$ cat src/design/cwl_pkg.sv
// Shared types and constants for the CW local-oscillator phase generator.
// Assumes a single system clock domain; carrier clocks arrive as sampled levels.
package cwl_pkg;

  // Number of mixer channels and width of a channel's phase code.
  localparam int unsigned NCH     = 8;
  localparam int unsigned PH_W    = 4;
  localparam int unsigned WGT_W   = 8;

  // Phase sequence geometry: sixteen phases, half period and quarter period in phase steps.
  localparam logic [PH_W-1:0] PH_ZERO    = 4'h0;
  localparam logic [PH_W-1:0] PH_HALF    = 4'h8;
  localparam logic [PH_W-1:0] PH_QUARTER = 4'h4;

  // Phase counter advance per multiplied-clock edge in each mode.
  localparam logic [PH_W-1:0] STEP_16X = 4'h1;
  localparam logic [PH_W-1:0] STEP_8X  = 4'h2;
  localparam logic [PH_W-1:0] STEP_4X  = 4'h4;
  localparam logic [PH_W-1:0] STEP_1X  = 4'h0;

  // Quarter-wave cosine table, full scale 127, for angles 0, 22.5, 45 and 67.5 degrees.
  localparam logic signed [WGT_W-1:0] COS_Q0 = 8'h7F;
  localparam logic signed [WGT_W-1:0] COS_Q1 = 8'h75;
  localparam logic signed [WGT_W-1:0] COS_Q2 = 8'h5A;
  localparam logic signed [WGT_W-1:0] COS_Q3 = 8'h31;
  localparam logic signed [WGT_W-1:0] WGT_ZERO = 8'h00;

  // Carrier multiplier modes; sixteen-times is the reset default.
  typedef enum logic [1:0] {
    MODE_16X,
    MODE_8X,
    MODE_4X,
    MODE_1X
  } cwl_mode_t;

  // Oscillator pair for one channel's two mixers.
  typedef struct packed {
    logic in_phase_channel;
    logic quadrature_channel;
  } cwl_lo_t;

  // Cosine and sine weights for one channel's in-phase and quadrature paths.
  typedef struct packed {
    logic signed [WGT_W-1:0] cos_w;
    logic signed [WGT_W-1:0] sin_w;
  } cwl_wgt_t;

endpackage

$ cat src/design/cwl_phase_gen.sv
// CW local-oscillator phase generator: phase counter, cross-point phase selection,
// quadrature generation and per-channel weighting. Carrier clocks are sampled as
// ordinary synchronous inputs, so sys_clk_i must run well above the multiplied clock.
//
// Function
// - Takes a multiplied carrier clock (16x, 8x, 4x or 1x) and a carrier-rate clock.
// - Sixteen-times mode is the default until another multiplier is configured.
// - Sixteen-times mode derives sixteen evenly spaced oscillator phases from the input.
// - Outside 1x mode the carrier-rate clock only aligns the starting phase, so devices stay phase-matched.
// - A sixteen-by-eight cross-point routes one phase version to each channel mixer.
// - Each successive phase input delays the oscillator by 22.5 degrees.
// - Eight- and four-times modes produce in-phase and quadrature clocks ninety degrees apart.
// - Those modes weight the paths by cosine and sine of the chosen angle.
// - Harmonic suppression is offered only in sixteen- and eight-times modes.
// - In-phase mixer gets the cosine oscillator, quadrature mixer the sine oscillator.
`timescale 1ns/1ps

module cwl_phase_gen
  import cwl_pkg::*;
(
  input  wire logic                  sys_clk_i,     // System clock, 20 MHz.
  input  wire logic                  srst_i,        // Synchronous reset, active high.
  input  wire logic                  ce_i,          // Clock enable; low freezes all state.
  input  wire logic                  clk_nx_i,      // Multiplied carrier clock level.
  input  wire logic                  clk_1x_i,      // Carrier-rate clock level.
  input  wire logic                  cfg_load_i,    // Pulse: load mode and phase codes.
  input  cwl_mode_t                  mode_i,        // Multiplier mode to load.
  input  wire logic [NCH*PH_W-1:0]   code_i,        // Phase codes, channel c at [c*4 +: 4].
  input  wire logic                  hs_req_i,      // Harmonic suppression requested.
  output cwl_mode_t                  mode_o,        // Mode in force.
  output cwl_lo_t   [NCH-1:0]        lo_o,          // Per-channel mixer oscillators.
  output cwl_wgt_t  [NCH-1:0]        wgt_o,         // Per-channel cosine and sine weights.
  output logic                       hs_en_o        // Harmonic suppression active.
);

  // Sine-shaped square wave: high over the first half of the sixteen-step cycle.
  function automatic logic sq_sin(input logic [PH_W-1:0] ph);
    sq_sin = (ph < PH_HALF);
  endfunction

  // Cosine leads sine by a quarter period.
  function automatic logic sq_cos(input logic [PH_W-1:0] ph);
    sq_cos = sq_sin(PH_W'(ph + PH_QUARTER));
  endfunction

  // Cosine of code times 22.5 degrees, folded from the quarter-wave table.
  function automatic logic signed [WGT_W-1:0] cos_tab(input logic [PH_W-1:0] k);
    logic [1:0]                q;
    logic [1:0]                m;
    logic signed [WGT_W-1:0]   v;
    q = k[3:2];
    m = (q[0]) ? 2'(~k[1:0] + 2'h1) : k[1:0];
    unique case (m)
      2'h0:    v = COS_Q0;
      2'h1:    v = COS_Q1;
      2'h2:    v = COS_Q2;
      default: v = COS_Q3;
    endcase
    if (q[0] && (k[1:0] == 2'h0))
      v = WGT_ZERO;
    if (q == 2'h1 || q == 2'h2)
      v = -v;
    cos_tab = v;
  endfunction

  // Configuration state.
  cwl_mode_t                 mode_r, mode_nxt;
  logic [NCH*PH_W-1:0]       code_r, code_nxt;

  // Sequencing state.
  logic                      nx_d_r, nx_d_nxt;
  logic                      x1_d_r, x1_d_nxt;
  logic [PH_W-1:0]           cnt_r, cnt_nxt;

  // Output state.
  cwl_lo_t   [NCH-1:0]       lo_r, lo_nxt;
  cwl_wgt_t  [NCH-1:0]       wgt_r, wgt_nxt;
  logic                      hs_r, hs_nxt;

  logic                      nx_rise;
  logic                      x1_rise;
  logic [PH_W-1:0]           step;

  // Edge detection on the sampled carrier clocks.
  assign nx_rise = clk_nx_i & ~nx_d_r;
  assign x1_rise = clk_1x_i & ~x1_d_r;

  // Configuration: mode defaults to sixteen-times; codes load together with it.
  always_comb
  begin
    mode_nxt = mode_r;
    code_nxt = code_r;
    if (cfg_load_i)
    begin
      mode_nxt = mode_i;
      code_nxt = code_i;
    end
  end

  // Phase counter advance per mode; in 1x mode there is nothing to subdivide.
  always_comb
  begin
    unique case (mode_r)
      MODE_16X: step = STEP_16X;
      MODE_8X:  step = STEP_8X;
      MODE_4X:  step = STEP_4X;
      MODE_1X:  step = STEP_1X;
    endcase
  end

  // The carrier-rate edge wins over the multiplied edge, so an aligned pair lands on zero.
  always_comb
  begin
    nx_d_nxt = clk_nx_i;
    x1_d_nxt = clk_1x_i;
    cnt_nxt  = cnt_r;
    if (x1_rise)
      cnt_nxt = PH_ZERO;
    else if (nx_rise)
      cnt_nxt = PH_W'(cnt_r + step);
  end

  // Oscillator routing and weights. In 16x each channel taps its own delayed phase;
  // in 8x/4x all channels share one quadrature pair and carry the phase in weights.
  // In 1x the clocks are passed straight through, in-phase on the 1x pin and
  // quadrature on the multiplied pin, since no finer phase can be built here.
  always_comb
  begin
    logic [PH_W-1:0] ph;
    ph  = PH_ZERO;
    for (int c = 0; c < NCH; c++)
    begin
      ph = PH_W'(cnt_r - code_r[c*PH_W +: PH_W]);
      unique case (mode_r)
        MODE_16X:
        begin
          lo_nxt[c].in_phase_channel   = sq_cos(ph);
          lo_nxt[c].quadrature_channel = sq_sin(ph);
          wgt_nxt[c].cos_w = COS_Q0;
          wgt_nxt[c].sin_w = WGT_ZERO;
        end
        MODE_8X, MODE_4X:
        begin
          lo_nxt[c].in_phase_channel   = sq_cos(cnt_r);
          lo_nxt[c].quadrature_channel = sq_sin(cnt_r);
          wgt_nxt[c].cos_w = cos_tab(code_r[c*PH_W +: PH_W]);
          wgt_nxt[c].sin_w = cos_tab(4'(code_r[c*PH_W +: PH_W] - PH_QUARTER));
        end
        MODE_1X:
        begin
          lo_nxt[c].in_phase_channel   = clk_1x_i;
          lo_nxt[c].quadrature_channel = clk_nx_i;
          wgt_nxt[c].cos_w = cos_tab(code_r[c*PH_W +: PH_W]);
          wgt_nxt[c].sin_w = cos_tab(4'(code_r[c*PH_W +: PH_W] - PH_QUARTER));
        end
      endcase
    end
    hs_nxt = hs_req_i && (mode_r == MODE_16X || mode_r == MODE_8X);
  end

  // Registers. Reset leaves the default mode and all codes at phase zero.
  always_ff @(posedge sys_clk_i)
  begin
    if (srst_i)
    begin
      mode_r <= MODE_16X;
      code_r <= '0;
      nx_d_r <= 1'b0;
      x1_d_r <= 1'b0;
      cnt_r  <= PH_ZERO;
      lo_r   <= '0;
      wgt_r  <= '0;
      hs_r   <= 1'b0;
    end
    else if (ce_i)
    begin
      mode_r <= mode_nxt;
      code_r <= code_nxt;
      nx_d_r <= nx_d_nxt;
      x1_d_r <= x1_d_nxt;
      cnt_r  <= cnt_nxt;
      lo_r   <= lo_nxt;
      wgt_r  <= wgt_nxt;
      hs_r   <= hs_nxt;
    end
  end

  assign mode_o  = mode_r;
  assign lo_o    = lo_r;
  assign wgt_o   = wgt_r;
  assign hs_en_o = hs_r;

  // Reset lands in sixteen-times mode.
  a_default_mode: assert property (@(posedge sys_clk_i) srst_i |=> mode_r == MODE_16X)
    else $error("mode after reset is not 16x");

  // A carrier-rate rising edge restarts the sequence at phase zero.
  a_restart_zero: assert property (@(posedge sys_clk_i) disable iff (srst_i)
    ce_i && clk_1x_i && !x1_d_r |=> cnt_r == PH_ZERO)
    else $error("phase counter not restarted by 1x edge");

  // In 16x mode each multiplied edge advances exactly one of sixteen phases.
  a_step_sixteen: assert property (@(posedge sys_clk_i) disable iff (srst_i)
    ce_i && mode_r == MODE_16X && !cfg_load_i && nx_rise && !x1_rise
    |=> cnt_r == 4'($past(cnt_r) + STEP_16X))
    else $error("16x step wrong");

  // Loaded codes are held.
  a_code_load: assert property (@(posedge sys_clk_i) disable iff (srst_i)
    ce_i && cfg_load_i |=> code_r == $past(code_i))
    else $error("phase codes not loaded");

  // In 16x the channel oscillator follows the code-delayed phase.
  a_phase_delay: assert property (@(posedge sys_clk_i) disable iff (srst_i)
    ce_i && mode_r == MODE_16X
    |=> lo_r[0].quadrature_channel == ($past(cnt_r) - $past(code_r[PH_W-1:0]) < PH_HALF))
    else $error("channel 0 phase delay wrong");

  // Quadrature pair stays a quarter period apart in 8x/4x mode.
  a_quad_offset: assert property (@(posedge sys_clk_i) disable iff (srst_i)
    ce_i && (mode_r == MODE_8X || mode_r == MODE_4X)
    |=> lo_r[0].in_phase_channel == (4'($past(cnt_r) + PH_QUARTER) < PH_HALF))
    else $error("quadrature offset wrong");

  // Code zero gives full cosine and no sine weight in 4x mode.
  a_weight_zero: assert property (@(posedge sys_clk_i) disable iff (srst_i)
    ce_i && mode_r == MODE_4X && code_r[PH_W-1:0] == 4'h0
    |=> wgt_r[0].cos_w == COS_Q0 && wgt_r[0].sin_w == WGT_ZERO)
    else $error("weights for code zero wrong");

  // Suppression never active in 4x or 1x.
  a_harm_mode: assert property (@(posedge sys_clk_i) disable iff (srst_i)
    ce_i && (mode_r == MODE_4X || mode_r == MODE_1X) |=> !hs_en_o)
    else $error("harmonic suppression in 4x or 1x");

  // Phase counter and mode hold while the clock enable is low.
  a_freeze_state: assert property (@(posedge sys_clk_i) disable iff (srst_i)
    !ce_i |=> $stable(cnt_r) && $stable(mode_r))
    else $error("state moved with clock enable low");

endmodule // cwl_phase_gen

$ cat config.mk
export PLATFORM = sky130hd
export DESIGN_NAME = cwl_phase_gen
export DESIGN_NICKNAME = d
export VERILOG_FILES = /design/src/design/cwl_pkg.sv /design/src/design/cwl_phase_gen.sv
export SDC_FILE = /design/constraint.sdc
export NUM_CORES = 1
export LEC_CHECK = 0
export ABC_AREA = 1
export BUFFER_PORTS_ARGS = -buffer_cell sky130_fd_sc_hd__buf_2
export CELL_PAD_IN_SITES_DETAIL_PLACEMENT = 1
export CELL_PAD_IN_SITES_GLOBAL_PLACEMENT = 2
export CORE_MARGIN = 10
export CORE_UTILIZATION = 30
export CTS_CLUSTER_SIZE = 8
export DETAILED_ROUTE_END_ITERATION = 16
export PLACE_DENSITY = 0.79
export SETUP_SLACK_MARGIN = 0.2
export SYNTH_ARGS = -nofsm -noshare
export SYNTH_HDL_FRONTEND = slang
export SYNTH_SLANG_ARGS = --single-unit
$ cat constraint.sdc
create_clock -name sys_clk_i -period 2.8 [get_ports sys_clk_i]
set_input_delay 0.56 -clock sys_clk_i [delete_from_list [all_inputs] [get_ports sys_clk_i]]
set_output_delay 0.56 -clock sys_clk_i [all_outputs]
set_load 0.005 [all_outputs]
==> impl_metrics.toml <==
[setup_path]
start_kind = "flip-flop"
cpLargestDelayFamily = "compound AO/OA/AOI/OAI gates"
worstSetupPathType = "flip-flop to flip-flop"
end_kind = "flip-flop"
worstReg2RegEnd = "wgt_o[106]$_SDFFE_PP0P_"
worstPathRequired_ns = 3.13
cp_slowest_stage_delay_ns = 0.33
path_depth = 13
cp_num_buf_inv = 4
crit_slowest_cell = "dfxtp_1"
reg2reg_depth = 13
worst-path-max-fanout = 12
crit_top_cell = "inv_1"
r2r_slack_ns = 0.46
cp_cell_sequence = "inv_1 -> ha_1 -> nand2_1 -> o21ai_0 -> a21oi_1 -> inv_1 -> ha_1 -> inv_1 -> nand2_1 -> nand3_1 -> nand3_1 -> o211ai_1 -> inv_1"
rr_startpoint = "code_r[24]$_SDFFE_PP0P_"
cp.arrival_ns = 2.67

[hold_path]
holdCritPathClass = "input port to flip-flop"
worstHoldStart = "code_i[7]"
min_path_cells = 3
holdPathEnd = "code_r[7]$_SDFFE_PP0P_"

[finish]
drive_gt1_share_pct = 16.6
mostFrequentLayoutCells = "nand2_1 (471), a21oi_1 (187), buf_2 (186)"
finalNetCount = 1687
final_area_mm2 = 0.0117
areaGrowthSynthToFinish_pct = 20.3
final_common_cell = "nand2_1"
num_antenna_cells = 0

[timing]
slew_headroom_pct = 42.9
worst-slew-pin-transition_ns = 0.853
max_freq_mhz = 427
fin_crit_ns = 2.34
rsz0062_at_grt = "false"
fin_crit_sh_pct = 83.6
setup_violations = 0
fin_worst_skew_ns = 0.00876
hold_violations = 0
finalSetupTns_ns = 0
slew_violations = 0

[power_and_ir_drop]
switchingPower_w = 0.00228
p_leak_nw = 5.67
seqPwrFrac_pct = 41.3
vdd_drop_max_mv = 0.410
p_per_area_mw_per_mm2 = 610
p_comb_share_pct = 21.7
p_int_w = 0.00484
finalPower_w = 0.00713
pwr-share-clk_pct = 37.0
p_sw_share_pct = 32.0

[cts]
cts_sinks = 185
postCtsSetupBuffers = 0
clock_latency_ns = 0.44
cts_buffer_depth = 2
htreeDepth = 4
numCtsBuffers = 17
cts_root_buf = "clkbuf_16"
postCtsHoldBufs = 0
clk_pin_slew_ns = 0.07
cts_tree = "built"
ctsResizeCount = 0

[synth]
seq_area_frac_synth_pct = 38.1
synth_cells = 1446
yosys.cell_types.count = 41
netlist_top_cells_area = "dfxtp_1 (38%), nand2_1 (18%), a21oi_1 (9.6%)"
synth_edf_count = 0
syn_nets = 1532
synth_area_mm2 = 0.00972
yosysTopAreaCell = "dfxtp_1"
ys_seq_elements = 185
ys_warn_count = 0
avgSynthCellArea_um2 = 6.72
synthArstFlopShare_pct = 0
synthFlopType = "dfxtp_1"
synth_top_area_share_pct = 38.1

[drt]
drt_iter0_markers = 417
wl_per_cell_um = 17.3
drc = 0
firstDrtPassIters = 4
routed_wl_um = 35400
antenna_left = 0
vias = 9968
vias_per_cell = 4.86

[global_routing]
grt_pass1_vias = 10500
grt_max_degree = 83
track_usage_pct = 17.8
grt-ovfl-total = 0
antenna_found_initial = 0
grt_first_pass_wirelength_um = 56400

[floorplan]
dieWidth_um = 200
die_y_um = 200
core_area_mm2 = 0.0318
die_area_mm2 = 0.0400
pin_count = 188
rows = 65
start_util_pct = 30.6

[placement]
dpl_cell_area_mm2 = 0.0111
gp_congestion = 0.862
hpwl_um = 26000
port_buffers = 187

[status]
status = "finished clean"

[job]
drv_cap = 0
[synth_stat cells (2+ instances only)]
library cell and number:
xor2_1 2, a21oi_2 2, nand2_1 472, and2_1 3, nand3_1 96, a21oi_1 187, nand4_1 5, buf_4 4
buf_6 2, nand2_4 2, nand2_2 3, nor2_1 44, xnor2_1 3, o21ai_1 6, o21ai_2 2, a31oi_1 13
inv_1 134, buf_2 24, o22ai_1 2, nor2_2 3, dfxtp_1 185, o21ai_0 111, o221ai_1 4, nand3b_1 11
clkbuf_1 37, inv_2 13, ha_1 44, o211ai_1 19
[per-stage QoR]
stage	utilization (%)	hold WS, ns	instances	setup WS [ns]
4_1_cts	36.8	0.383	2049	0.455
2_1_floorplan	-	0.434	1446	0.747
3_5_place_dp	34.8	0.455	2017	0.486
3_3_place_gp	34.8	0.445	2017	0.606
6_report	36.8	0.403	2049	0.458
5_1_grt	36.8	0.403	2049	0.211
[layout make-up]
cell class / instances / area, um^2
sequential: 185 / 3700
fill: 4104 / 20100
multi-input combinational: 1045 / 5150
clock buffer: 18 / 429
timing repair buffer: 204 / 1120
tap: 435 / 544
clock inverter: 14 / 194
inverter: 148 / 556
[worst register-to-register path, stage by stage, from the launching register on]
cell and delay [ns]:
dfxtp_1 0.33, inv_1 0.30, ha_1 0.32, nand2_1 0.07, o21ai_0 0.18, a21oi_1 0.26, inv_1 0.09, ha_1 0.20
inv_1 0.09, nand2_1 0.09, nand3_1 0.08, nand3_1 0.07, o211ai_1 0.10, inv_1 0.05
[registers in the layout, indices dropped and copies added, names as in the netlist]
name     cells
cnt_r        4
code_r      32
hs_en_o      1
lo_o        16
mode_o       2
nx_d_r       1
wgt_o      128
x1_d_r       1
[power groups by stage]
stage	clock network (W)	logic (W)	registers [W]
finish	0.00263	0.00155	0.00294
global placement	0	0.00154	0.00300
global route	0.00283	0.00179	0.00297
detailed placement	0	0.00157	0.00300
floorplan	0	0.00103	0.00297
CTS	0.00273	0.00158	0.00295
[how the worst max path moves through the flow]
stage,startpoint,endpoint
2_1_floorplan,code_r[24]$_SDFFE_PP0P_,wgt_o[106]$_SDFFE_PP0P_
3_3_place_gp,code_r[24]$_SDFFE_PP0P_,wgt_o[106]$_SDFFE_PP0P_
3_5_place_dp,code_r[0]$_SDFFE_PP0P_,wgt_o[2]$_SDFFE_PP0P_
4_1_cts,code_r[24]$_SDFFE_PP0P_,wgt_o[106]$_SDFFE_PP0P_
5_1_grt,code_r[24]$_SDFFE_PP0P_,wgt_o[106]$_SDFFE_PP0P_
6_report,code_r[24]$_SDFFE_PP0P_,wgt_o[106]$_SDFFE_PP0P_
[kinds of logic after synthesis]
| kind of cell | after synthesis | share of synthesized area, % |
|---|---|---|
| flops | 185 | 38.1 |
| simple gates | 644 | 27.2 |
| compound gates | 350 | 19.2 |
| xor+xnor | 6 | 0.618 |
| fa+ha+maj | 45 | 5.87 |
| buf+inv | 216 | 8.96 |
[routing by layer]
layer	wire (um)	track usage, %	vias to the layer above	part of all wire, %
met5	0	0	-	0
met4	508	4.82	0	1.4
met3	1870	4.47	20	5.3
met2	17200	31.3	160	49
met1	15800	21.0	4748	45
li1	-	-	5040	-
Note: power is estimated with default switching activity, not from simulation.
